`src/hdl/dsh_pkg.sv`:
```
// Purpose: constants and types for the dual serial host control port
// Assumes: 100 MHz system clock; device straps and pins wired by the bench
// Notes:   host side; serial clocks are divided down from i_clk_sys
package dsh_pkg;
	localparam int CLK_NS       = 10;
	// four-wire bit clock period
	localparam int SPI_CLK_NS   = 200;
	localparam int SPI_HALF_CYC = (SPI_CLK_NS / 2 + CLK_NS - 1) / CLK_NS;
	localparam logic [7:0] SPI_HALF_M1 = 8'(SPI_HALF_CYC - 1);
	localparam logic [3:0] SPI_LAST_BIT = 4'hf;
	localparam logic [3:0] SPI_DATA_BIT = 4'h8;
	// two-wire fast-mode bit period, split in quarters
	localparam int I2C_BIT_NS   = 2500;
	localparam int I2C_QTR_CYC  = (I2C_BIT_NS / 4 + CLK_NS - 1) / CLK_NS;
	localparam logic [7:0] I2C_QTR_M1 = 8'(I2C_QTR_CYC - 1);
	localparam logic [4:0] I2C_ADDR_HI = 5'h10;
	localparam logic [3:0] I2C_ACK_BIT = 4'h8;
	localparam logic       DIR_WRITE = 1'b0;
	localparam logic       DIR_READ  = 1'b1;
	localparam logic       MODE_I2C  = 1'b0;
	localparam logic       MODE_SPI  = 1'b1;

	typedef enum logic [4:0] {
		SPI_IDLE  = 5'b00001,
		SPI_SETUP = 5'b00010,
		SPI_LOW   = 5'b00100,
		SPI_HIGH  = 5'b01000,
		SPI_HOLD  = 5'b10000
	} dsh_spi_st_t;

	typedef enum logic [5:0] {
		I2C_IDLE   = 6'b000001,
		I2C_START  = 6'b000010,
		I2C_BIT    = 6'b000100,
		I2C_RSTART = 6'b001000,
		I2C_STOP   = 6'b010000,
		I2C_DONE   = 6'b100000
	} dsh_i2c_st_t;
endpackage

```
`src/hdl/dsh_cmd_if.sv`:
```
// Purpose: command carrier between the host top and the four-wire engine
// Assumes: all signals on i_clk_sys
// Notes:   start is a one-cycle pulse, done a one-cycle pulse
interface dsh_cmd_if;
	logic       start;
	logic       rd;
	logic [6:0] addr;
	logic [7:0] wdata;
	logic       busy;
	logic       done;
	logic [7:0] rdata;

	modport ctl (output start, rd, addr, wdata, input busy, done, rdata);
	modport eng (input start, rd, addr, wdata, output busy, done, rdata);
endinterface

```
`src/hdl/dsh_spi_master.sv`:
```
// Purpose: four-wire frame engine, one 16-bit frame per command
// Assumes: miso arrives already synchronised to i_clk_sys
// Notes:   bit clock idles high; host shifts on fall, samples at end of high
module dsh_spi_master
	import dsh_pkg::*;
(
	// clock and reset
	input  wire logic i_clk_sys,
	input  wire logic i_nrst,
	// command side
	dsh_cmd_if.eng    cmd,
	// pins
	input  wire logic i_miso_sync,
	output logic      o_sclk,
	output logic      o_sel_n,
	output logic      o_mosi
);
	dsh_spi_st_t st_r;
	logic [7:0]  cnt_r;
	logic [3:0]  bit_r;
	logic [15:0] sh_r;
	logic [7:0]  rx_r;
	logic        done_r;

	wire half_end = (cnt_r == SPI_HALF_M1);
	wire last_bit = (bit_r == SPI_LAST_BIT);

	always_ff @(posedge i_clk_sys or negedge i_nrst) begin
		if (!i_nrst) begin
			st_r   <= SPI_IDLE;
			cnt_r  <= 8'h00;
			bit_r  <= 4'h0;
			sh_r   <= 16'h0000;
			rx_r   <= 8'h00;
			done_r <= 1'b0;
		end else begin
			done_r <= 1'b0;
			cnt_r  <= (st_r == SPI_IDLE || half_end) ? 8'h00 : cnt_r + 8'h01;
			case (st_r)
				SPI_IDLE: begin
					bit_r <= 4'h0;
					if (cmd.start) begin
						sh_r <= {cmd.rd, cmd.addr,
							cmd.rd ? 8'hff : cmd.wdata};
						st_r <= SPI_SETUP;
					end
				end
				SPI_SETUP: begin
					if (half_end) begin
						st_r <= SPI_LOW;
					end
				end
				SPI_LOW: begin
					if (half_end) begin
						st_r <= SPI_HIGH;
					end
				end
				SPI_HIGH: begin
					if (half_end) begin
						// data is stable through the high half after the fall
						if (bit_r >= SPI_DATA_BIT) begin
							rx_r <= {rx_r[6:0], i_miso_sync};
						end
						if (last_bit) begin
							st_r <= SPI_HOLD;
						end else begin
							bit_r <= bit_r + 4'h1;
							sh_r  <= {sh_r[14:0], 1'b0};
							st_r  <= SPI_LOW;
						end
					end
				end
				SPI_HOLD: begin
					if (half_end) begin
						st_r   <= SPI_IDLE;
						done_r <= 1'b1;
					end
				end
				default: begin
					st_r <= SPI_IDLE;
				end
			endcase
		end
	end

	// divided clock, idles high; no second domain
	assign o_sclk    = (st_r != SPI_LOW);
	assign o_sel_n   = (st_r == SPI_IDLE);
	assign o_mosi    = sh_r[15];
	assign cmd.busy  = (st_r != SPI_IDLE);
	assign cmd.done  = done_r;
	assign cmd.rdata = rx_r;
endmodule

```
`src/hdl/dsh_host.sv`:
```
// Purpose: host controller for the dual serial control port of the device
// Assumes: bench resolves open-drain wires from the active-low enables
// Notes:   mode strap fixed at reset; one register access per command
module dsh_host
	import dsh_pkg::*;
(
	// clock and reset
	input  wire logic       i_clk_sys,
	input  wire logic       i_nrst,
	// configuration
	input  wire logic       i_mode_spi,
	input  wire logic [1:0] i_dev_sel,
	output logic            o_mode_strap,
	// command port
	input  wire logic       i_req,
	input  wire logic       i_rd,
	input  wire logic [6:0] i_addr,
	input  wire logic [7:0] i_wdata,
	output logic            o_ready,
	output logic            o_done,
	output logic [7:0]      o_rdata,
	output logic            o_nack,
	// four-wire pins
	output logic            o_ctrl_bit_clock,
	output logic            o_ctrl_select_n,
	output logic            o_ctrl_serial_in,
	input  wire logic       i_ctrl_serial_out,
	// two-wire pins
	input  wire logic       i_scl,
	output logic            o_scl,
	output logic            o_scl_oe_n,
	input  wire logic       i_sda,
	output logic            o_sda,
	output logic            o_sda_oe_n,
	// interrupt pins
	input  wire logic       i_error_or_irq_a_pin,
	input  wire logic       i_nonlinear_or_irq_b_pin,
	output logic            o_irq_channel_a,
	output logic            o_irq_channel_b
);
	// byte placed on the wire for each step of a two-wire access
	function automatic logic [7:0] i2c_byte(input logic [1:0] step,
		input logic rd, input logic [6:0] dev,
		input logic [7:0] reg_addr, input logic [7:0] wdata);
		logic [7:0] b;
		b = 8'hff;
		case (step)
			2'h0: b = {dev, DIR_WRITE};
			2'h1: b = reg_addr;
			2'h2: b = rd ? {dev, DIR_READ} : wdata;
			default: b = 8'hff;
		endcase
		return b;
	endfunction

	// mode strap and capture
	logic mode_r;
	logic cap_done_r;

	always_ff @(posedge i_clk_sys or negedge i_nrst) begin
		if (!i_nrst) begin
			mode_r     <= MODE_I2C;
			cap_done_r <= 1'b0;
		end else if (!cap_done_r) begin
			mode_r     <= i_mode_spi;
			cap_done_r <= 1'b1;
		end
	end

	assign o_mode_strap = mode_r;

	// pin synchronisers
	logic [1:0] miso_s_r;
	logic [1:0] scl_s_r;
	logic [1:0] sda_s_r;
	logic [1:0] irqa_s_r;
	logic [1:0] irqb_s_r;

	always_ff @(posedge i_clk_sys or negedge i_nrst) begin
		if (!i_nrst) begin
			miso_s_r <= 2'h0;
			scl_s_r  <= 2'h3;
			sda_s_r  <= 2'h3;
			irqa_s_r <= 2'h0;
			irqb_s_r <= 2'h0;
		end else begin
			miso_s_r <= {miso_s_r[0], i_ctrl_serial_out};
			scl_s_r  <= {scl_s_r[0], i_scl};
			sda_s_r  <= {sda_s_r[0], i_sda};
			irqa_s_r <= {irqa_s_r[0], i_error_or_irq_a_pin};
			irqb_s_r <= {irqb_s_r[0], i_nonlinear_or_irq_b_pin};
		end
	end

	wire miso_q = miso_s_r[1];
	wire scl_q  = scl_s_r[1];
	wire sda_q  = sda_s_r[1];

	// renewal and error causes come out on the shared irq pins
	assign o_irq_channel_a = irqa_s_r[1];
	assign o_irq_channel_b = irqb_s_r[1];

	// command routing
	dsh_cmd_if spi_cmd();

	logic        i2c_busy;
	logic        i2c_done_r;
	logic [7:0]  i2c_rx_r;
	logic        i2c_nack_r;
	logic        rd_r;
	logic [6:0]  addr_r;
	logic [7:0]  wdata_r;
	logic [7:0]  rdata_r;
	logic        nack_r;

	wire take      = i_req & o_ready;
	wire take_spi  = take & (mode_r == MODE_SPI);
	wire take_i2c  = take & (mode_r == MODE_I2C);
	wire any_done  = spi_cmd.done | i2c_done_r;

	assign o_ready = cap_done_r & ~spi_cmd.busy & ~i2c_busy;

	assign spi_cmd.start = take_spi;
	assign spi_cmd.rd    = i_rd;
	assign spi_cmd.addr  = i_addr;
	assign spi_cmd.wdata = i_wdata;

	always_ff @(posedge i_clk_sys or negedge i_nrst) begin
		if (!i_nrst) begin
			rd_r    <= 1'b0;
			addr_r  <= 7'h00;
			wdata_r <= 8'h00;
			rdata_r <= 8'h00;
			nack_r  <= 1'b0;
		end else begin
			if (take) begin
				rd_r    <= i_rd;
				addr_r  <= i_addr;
				wdata_r <= i_wdata;
			end
			if (spi_cmd.done) begin
				rdata_r <= rd_r ? spi_cmd.rdata : 8'h00;
				nack_r  <= 1'b0;
			end else if (i2c_done_r) begin
				rdata_r <= i2c_rx_r;
				nack_r  <= i2c_nack_r;
			end
		end
	end

	assign o_done  = any_done;
	assign o_rdata = rdata_r;
	assign o_nack  = nack_r;

	dsh_spi_master u_spi (
		.i_clk_sys   (i_clk_sys),
		.i_nrst      (i_nrst),
		.cmd         (spi_cmd),
		.i_miso_sync (miso_q),
		.o_sclk      (o_ctrl_bit_clock),
		.o_sel_n     (o_ctrl_select_n),
		.o_mosi      (o_ctrl_serial_in)
	);

	// two-wire master, quarter-bit sequencing
	dsh_i2c_st_t ist_r;
	dsh_i2c_st_t ist_nxt;
	logic [7:0]  tc_r;
	logic [1:0]  q_r;
	logic [3:0]  bit_r;
	logic [1:0]  step_r;
	logic [1:0]  step_nxt;
	logic [7:0]  sh_r;
	logic        scl_low_r;
	logic        sda_low_r;
	logic        ack_r;

	// fast-mode bit rate from the quarter count
	wire tick     = (tc_r == I2C_QTR_M1);
	wire [6:0] dev_addr = {I2C_ADDR_HI, i_dev_sel};
	wire rx_byte  = rd_r & (step_r == 2'h3);
	wire ack_bit  = (bit_r == I2C_ACK_BIT);
	wire last_stp = rd_r ? (step_r == 2'h3) : (step_r == 2'h2);
	// a tx byte left unacknowledged ends the access
	wire bad_ack  = ~rx_byte & ack_r;
	// hold the high quarter while a slave stretches the clock
	wire stretch  = (ist_r == I2C_BIT) & (q_r == 2'h2) & ~scl_q;
	wire step_end = (ist_r == I2C_BIT) & tick & (q_r == 2'h3) & ack_bit;
	wire [7:0] next_b = i2c_byte(step_nxt, rd_r, dev_addr, {1'b0, addr_r},
		wdata_r);

	assign i2c_busy = (ist_r != I2C_IDLE);

	always_comb begin
		ist_nxt  = ist_r;
		step_nxt = step_r;
		case (ist_r)
			I2C_IDLE: begin
				step_nxt = 2'h0;
				if (take_i2c) begin
					ist_nxt = I2C_START;
				end
			end
			I2C_START: begin
				if (tick && q_r == 2'h3) begin
					ist_nxt = I2C_BIT;
				end
			end
			I2C_BIT: begin
				if (step_end) begin
					if (bad_ack || last_stp) begin
						ist_nxt = I2C_STOP;
					end else if (rd_r && step_r == 2'h1) begin
						ist_nxt  = I2C_RSTART;
						step_nxt = 2'h2;
					end else begin
						step_nxt = step_r + 2'h1;
					end
				end
			end
			I2C_RSTART: begin
				if (tick && q_r == 2'h3) begin
					ist_nxt = I2C_BIT;
				end
			end
			I2C_STOP: begin
				if (tick && q_r == 2'h3) begin
					ist_nxt = I2C_DONE;
				end
			end
			I2C_DONE: begin
				ist_nxt = I2C_IDLE;
			end
			default: begin
				ist_nxt = I2C_IDLE;
			end
		endcase
	end

	always_ff @(posedge i_clk_sys or negedge i_nrst) begin
		if (!i_nrst) begin
			ist_r  <= I2C_IDLE;
			step_r <= 2'h0;
			tc_r   <= 8'h00;
			q_r    <= 2'h0;
		end else begin
			ist_r  <= ist_nxt;
			step_r <= step_nxt;
			if (ist_r == I2C_IDLE || tick || stretch) begin
				tc_r <= 8'h00;
			end else begin
				tc_r <= tc_r + 8'h01;
			end
			if (ist_nxt != ist_r || ist_r == I2C_IDLE) begin
				q_r <= 2'h0;
			end else if (tick) begin
				q_r <= q_r + 2'h1;
			end
		end
	end

	// bit and byte datapath
	always_ff @(posedge i_clk_sys or negedge i_nrst) begin
		if (!i_nrst) begin
			bit_r      <= 4'h0;
			sh_r       <= 8'hff;
			i2c_rx_r   <= 8'h00;
			ack_r      <= 1'b0;
			i2c_nack_r <= 1'b0;
			i2c_done_r <= 1'b0;
		end else begin
			i2c_done_r <= (ist_r == I2C_DONE);
			if (take_i2c) begin
				sh_r       <= i2c_byte(2'h0, i_rd, dev_addr, {1'b0, i_addr},
					i_wdata);
				bit_r      <= 4'h0;
				i2c_nack_r <= 1'b0;
			end else if (step_end) begin
				sh_r  <= next_b;
				bit_r <= 4'h0;
				if (bad_ack) begin
					i2c_nack_r <= 1'b1;
				end
			end else if (ist_r == I2C_BIT && tick && !stretch) begin
				if (q_r == 2'h2) begin
					if (ack_bit) begin
						ack_r <= sda_q;
					end else begin
						sh_r <= {sh_r[6:0], 1'b1};
						if (rx_byte) begin
							i2c_rx_r <= {i2c_rx_r[6:0], sda_q};
						end
					end
				end else if (q_r == 2'h3 && !ack_bit) begin
					bit_r <= bit_r + 4'h1;
				end
			end
		end
	end

	// pin drive per quarter; drivers only ever pull low
	always_ff @(posedge i_clk_sys or negedge i_nrst) begin
		if (!i_nrst) begin
			scl_low_r <= 1'b0;
			sda_low_r <= 1'b0;
		end else if (tick) begin
			case (ist_r)
				I2C_START: begin
					sda_low_r <= (q_r != 2'h0);
					scl_low_r <= (q_r == 2'h2) || (q_r == 2'h3);
				end
				I2C_BIT: begin
					scl_low_r <= (q_r == 2'h3) || (q_r == 2'h0);
					if (q_r == 2'h0) begin
						// NACK after the read byte: line left high
						sda_low_r <= ~ack_bit & ~rx_byte & ~sh_r[7];
					end
				end
				I2C_RSTART: begin
					sda_low_r <= (q_r == 2'h2) || (q_r == 2'h3);
					scl_low_r <= (q_r == 2'h0) || (q_r == 2'h3);
				end
				I2C_STOP: begin
					sda_low_r <= (q_r == 2'h0) || (q_r == 2'h1);
					scl_low_r <= (q_r == 2'h0);
				end
				default: begin
					scl_low_r <= 1'b0;
					sda_low_r <= 1'b0;
				end
			endcase
		end else if (ist_r == I2C_IDLE) begin
			scl_low_r <= 1'b0;
			sda_low_r <= 1'b0;
		end
	end

	assign o_scl      = 1'b0;
	assign o_sda      = 1'b0;
	assign o_scl_oe_n = ~scl_low_r;
	assign o_sda_oe_n = ~sda_low_r;
endmodule

```
`config.mk`:
```
export PLATFORM = sky130hd
export DESIGN_NAME = dsh_host
export DESIGN_NICKNAME = d
export VERILOG_FILES = /design/src/hdl/dsh_pkg.sv /design/src/hdl/dsh_cmd_if.sv /design/src/hdl/dsh_spi_master.sv /design/src/hdl/dsh_host.sv
export SDC_FILE = /design/constraint.sdc
export NUM_CORES = 1
export LEC_CHECK = 0
export BUFFER_PORTS_ARGS = -buffer_cell sky130_fd_sc_hd__buf_2
export CORE_MARGIN = 5
export CORE_UTILIZATION = 54
export DETAILED_ROUTE_END_ITERATION = 7
export GPL_ROUTABILITY_DRIVEN = 0
export MAX_ROUTING_LAYER = met4
export PLACE_DENSITY = 0.8
export SLEW_MARGIN = 20
export SYNTH_ARGS = -nofsm -noshare
export SYNTH_HDL_FRONTEND = slang
export SYNTH_SLANG_ARGS = --single-unit
```
`constraint.sdc`:
```
create_clock -name i_clk_sys -period 2.5 [get_ports i_clk_sys]
set_clock_uncertainty 0.2 [all_clocks]
set_input_delay 0.375 -clock i_clk_sys [delete_from_list [all_inputs] [get_ports i_clk_sys]]
set_output_delay 0.375 -clock i_clk_sys [all_outputs]
set_load 0.01 [all_outputs]
```
== After elaboration in Yosys (flattened, before gate mapping) ==
Index checks and enable logic that the tools add are counted.
Word-level totals
  register bits: 122
  bits of input ports: 27
  output and inout bits: 21
  logic and storage cells: 197
Cells by class
  $add $sub $neg: 6
  magnitude comparators: 1
  equal/unequal tests: 36
  multiplexer cells: 59
  bitwise logic cells: 26
  reductions and logical operators: 39
Operator list (count)
  8-bit 2-to-1 mux: 12
  16-bit 2-to-1 mux: 3
  6-bit 2-to-1 mux: 6
  16-bit one-hot mux with 2 select lines: 1
  5-bit 2-to-1 mux: 6
  4-bit 2-to-1 mux: 7
  5-bit one-hot mux with 5 select lines: 1
  6-bit one-hot mux with 4 select lines: 1
  8-bit one-hot mux with 3 select lines: 1
  8-bit by 1-bit adder with 8-bit output (second input constant): 2
  1-bit AND: 14
  2-bit nonzero test: 7
  1-bit 2-to-1 mux: 12
  3-bit AND reduction: 4
  1-bit inverter: 11
  2-bit == test (second input constant): 5
  2-bit 2-to-1 mux: 5
  2-bit by 1-bit != test with 1-bit output (second input constant): 5
  5-bit AND reduction: 2
  3-bit nonzero test: 3
  4-bit by 1-bit adder with 4-bit output (second input constant): 2
  4-bit == test (second input constant): 2
  8-bit by 4-bit == test with 1-bit output (second input constant): 1
  8-bit by 6-bit == test with 1-bit output (second input constant): 1
  34 further kinds: 53

== Logic depth before layout (Yosys ltp) ==
  depth after elaboration: 12
  mapped depth: 10
  depth with buffers taken out: 8

== Modules after synthesis ==
From an unflattened synthesis, not the netlist that was laid out.
Unflattened totals
  cell total of the unflattened synthesis: 549
  area total of the unflattened synthesis: 6174.7 um^2
By module, submodules not included
  dsh_host: times used 1, cells an instance 367, area each 4026.4 um^2, seq. area each 2018.2 um^2
  dsh_spi_master: times used 1, cells an instance 182, area each 2148.3 um^2, seq. area each 1052.3 um^2

== Worst setup path before layout ==
OpenSTA, ideal clock, no wires.
  path type: register -> register
  start: reg tc_r[0]
  end: reg ack_r
  setup time: 125 ps
  data arrival time: 1993 ps
  required time: 2175 ps
  slack: 182 ps
  cell stages (with the launch flop): 10
  buffers on the path: 1
  clock period less this slack: 2318 ps
  path through: dfrtp_1 -> inv_1 -> ha_1 -> nor3b_2 -> and4_4 -> and3_2 -> a31o_1 -> buf_6 -> nor4_2 -> mux2_4
On the way
  longest elaborated chain between the ends: 6
  elaborated cells on any way between the ends: 8
  those cells by class: eq/ne (1); bitwise (4); reduce/logical (3)
RTL lines
  start, declared: line dsh_host.sv:168  | logic [7:0] tc_r;
  start signal, assigned: line dsh_host.sv:252  | tc_r <= tc_r + 8'h01;
  8-bit by 6-bit == test with 1-bit output (*): line dsh_host.sv:179  | wire tick = (tc_r == I2C_QTR_M1);
  1-bit AND (3 in a row): line dsh_host.sv:188  | wire step_end = (ist_r == I2C_BIT) & tick & (q_r == 2'h3) & ack_bit;
  1-bit inverter (no source line)
  5-bit AND reduction (no source line) (*)
  end signal, assigned: line dsh_host.sv:287  | ack_r <= sda_q;
  end, declared: line dsh_host.sv:176  | logic ack_r;
Mark *: on every way between the ends. The rest lies on a longest branch, timed or not.
A chain may end at the register's enable or synchronous reset.

== Worst setup path in the final report ==
  start: reg ist_r[2]
  end: out o_ready
On the way
  longest elaborated chain between the ends: 3
RTL lines
  start, declared: line dsh_host.sv:166  | dsh_i2c_st_t ist_r;
  start signal, assigned: line dsh_host.sv:247  | ist_r <= ist_nxt;
  6-bit by 1-bit != test with 1-bit output: line dsh_host.sv:192  | assign i2c_busy = (ist_r != I2C_IDLE);
  1-bit inverter: line dsh_host.sv:121  | assign o_ready = cap_done_r & ~spi_cmd.busy & ~i2c_busy;
  1-bit AND: line dsh_host.sv:121
  end, declared: line dsh_host.sv:19  | output logic o_ready,
No other way between the ends.

==> impl_metrics.env <==
export IMPL_final_hold_violation_count=0
export IMPL_path_clk_slew_ns=0.06
export IMPL_synthTopCellsByArea="dfrtp_1, dfstp_2, nand2_1, o21ai_0, mux2i_1"
export IMPL_fin_crit_sh=1.00
export IMPL_synth_edf_count=0
export IMPL_syn_to_final_growth_pct=24.8
export IMPL_layout_commonest_cell="dfrtp_1"
export IMPL_drc_errors=0
export IMPL_outcome="complete, but fails checks"
export IMPL_finalSetupViolCount=1
export IMPL_numCtsBuffers=17
export IMPL_p_sw_frac=0.294
export IMPL_arrival_ns=1.93
export IMPL_placed_area_um2=6510
export IMPL_slew_violations=0
export IMPL_ios=48
export IMPL_dp_hpwl_mm=9.71
export IMPL_postSynth_asyncResetShare=1.00
export IMPL_vias=4882
export IMPL_die_w_um=116
export IMPL_power_density_nw_per_um2=846
export IMPL_wl_met3_um=806
export IMPL_avgSynthCellArea_um2=10.2
export IMPL_ys_types=73
export IMPL_rows=38
export IMPL_grt_util_all_layers=0.240
export IMPL_post_route_min_period_ns=2.51
export IMPL_slowest_stage="dfrtp_2"
export IMPL_yosysSeqAreaShare=0.510
export IMPL_fmaxAchievable_mhz=399
export IMPL_drive_gt1_frac=0.258
export IMPL_vias_per_cell=5.77
export IMPL_cpLargestDelayFamily="simple AND/OR/NAND/NOR gates"
export IMPL_pwr_share_clk=0.380
export IMPL_final_area_um2=7510
export IMPL_yosys_area_top_type_share=0.449
export IMPL_cts_max_path_buffers=2
export IMPL_fin_tns_setup_ns=-0.00553
export IMPL_synthCells=588
export IMPL_holdWs_ns=0.128
export IMPL_drv_cap=0
export IMPL_wl_mm=14.7
export IMPL_first_pass_iters=5
export IMPL_rsz0062_at_grt="yes"
export IMPL_slew_headroom=0.610
export IMPL_wl_per_cell_um=17.3
export IMPL_slowest_delay_ns=0.43
export IMPL_required_ns=1.92
export IMPL_fin_nets=735
export IMPL_antenna_found_initial=0
export IMPL_p_leak_uw=0.00347
export IMPL_p_switching_uw=1870
export IMPL_root_buffer="clkbuf_8"
export IMPL_dr_first_iter_drc_count=367
export IMPL_worstMarginPinSlew_ns=0.579
export IMPL_top_layer="met4"
export IMPL_wl_met1_mm=5.86
export IMPL_fin_ws_ns=-0.00553
export IMPL_comb_power_share=0.198
export IMPL_portBuffers=45
export IMPL_crit_fanout=3
export IMPL_grt_max_degree=49
export IMPL_clock_sinks=122
export IMPL_cp_end_kind="output port"
export IMPL_crit_buf_inv=2
export IMPL_crit_type="register to output port"
export IMPL_layout_common_cells="dfrtp_1, nand2_1, o21ai_0"
export IMPL_overflow=0
export IMPL_synth_area_um2=6020
export IMPL_start_kind="register"
export IMPL_ys_ff_latch=122
export IMPL_wl_met2_mm=7.63
export IMPL_grt_pass1_wl_mm=24.2
export IMPL_hold_class="primary input to asynchronous set/reset pin"
export IMPL_intPower_uw=4480
export IMPL_grt_pass1_vias=5008
export IMPL_start_util=0.553
export IMPL_clkLatencyLatePin_ns=0.54
export IMPL_power_frac_seq=0.422
export IMPL_n_antenna_cell=0
export IMPL_core_area_um2=10900
export IMPL_violations="setup timing"
export IMPL_cts_tree="done"
export IMPL_cts_max_level=4
export IMPL_path_cells="nor4_4, buf_4, and2_4, and3_4, buf_6"
export IMPL_ant_nets=0
export IMPL_irDropWorstVdd_v=0.000681
export IMPL_yosysWarnings=0
export IMPL_chipHeight_um=116
export IMPL_yosys_area_top_type="dfrtp_1"
export IMPL_ys_flop_type="dfrtp_1"
export IMPL_die_area_um2=13400
[sequential cells by signal (all words and copies together), names as in the netlist, 4 cells and up]
signal           flops
sh_r                 8
addr_r               7
bit_r                4
ist_r                6
tc_r                 8
u_spi.cnt_r          8
o_rdata              8
i2c_rx_r             8
u_spi.cmd.rdata      8
u_spi.sh_r          16
u_spi.st_r           5
wdata_r              8
u_spi.bit_r          4
[synth_stat cells (all sizes together), types with 2 or more instances]
cell type / number
and2: 4
mux2: 21
and3b: 2
a21o: 2
dfrtp: 108
nor3b: 3
nor2: 47
xor2: 11
buf: 12
a211o: 2
o211ai: 3
nand2: 89
a21oi: 17
dfstp: 14
clkbuf: 9
a31o: 2
a22oi: 3
conb: 2
and4: 6
nand2b: 3
o21ai: 59
o31ai: 2
ha: 15
inv: 22
nor4: 8
nor2b: 6
nand3: 23
nor3: 10
o221ai: 4
nand4: 4
mux2i: 27
xnor2: 7
and3: 6
or3: 11
or2: 4
[cell families after synthesis]
logic type,Yosys count,synth area share
xor+xnor,18,0.0262
simple gates,231,0.202
compound gates,109,0.110
fa+ha+maj,15,0.0312
other cells,2,0.00125
mux,48,0.0867
flops,122,0.510
buf+inv,43,0.0320
[metrics by stage]
stage	utilization	power [uW]	std cells	setup slack [ns]
floorplan	-	3390	589	0.182
global placement	0.598	3750	778	0.191
detailed placement	0.598	3830	778	0.0259
CTS	0.681	6310	840	0.00463
global route	0.689	6670	846	-0.0392
finish	0.689	6350	846	-0.00553
[worst register-to-register path: stages (launching register included)]
cell and delay (ns):
dfrtp_2 0.43, buf_4 0.17, nor4_4 0.38, buf_4 0.20, nand4_4 0.12, nor4_4 0.27
buf_4 0.22, mux2_2 0.35
[worst paths after layout]
kind / start / depth (start not counted) / slack, ns / endpoint
min in group i_clk_sys: miso_s_r[0] / 0 / 0.15 / miso_s_r[1]
worst max-delay path: ist_r[2] / 5 / -0.006 / o_ready
max in group asynchronous: i_nrst / 3 / 1.26 / u_spi.st_r[0]
worst max register to register: ist_r[4] / 7 / 0.04 / i2c_rx_r[6]
worst min register to register: miso_s_r[0] / 0 / 0.15 / miso_s_r[1]
worst min-delay path: i_nrst / 2 / 0.13 / u_spi.cnt_r[5]
[timing repair]
item                                    in CTS  in global routing
pin swaps                                    2                  6
setup buffers                                5                  6
resized for setup                            9                 12
endpoints found under the setup margin       5                 11
hold buffers                                25                  0
hold endpoints to repair                    99                  0
[power by group through the flow]
stage	sequential, uW	combinational, uW	clock (uW)
after floorplan	2600	790	0
after global placement	2660	1080	0
after detailed placement	2680	1140	0
after CTS	2650	1210	2440
after global routing	2720	1410	2540
final	2680	1260	2410
[cell type report]
type                    count  area, um2
fillers                   792       3380
clock buffers              24        460
inverters                  22       85.1
clock inverters             8        120
flip-flops and latches    122       3080
multi-input cells         424       2820
repair buffers            106        767
well taps                 140        175
[per-layer routing]
metal | up-vias | GRT usage
met5 | - | -
met4 | 0 | 0.0931
met3 | 48 | 0.0595
met2 | 181 | 0.399
met1 | 2392 | 0.281
li1 | 2261 | -
Note: power is estimated with default switching activity, not from simulation.
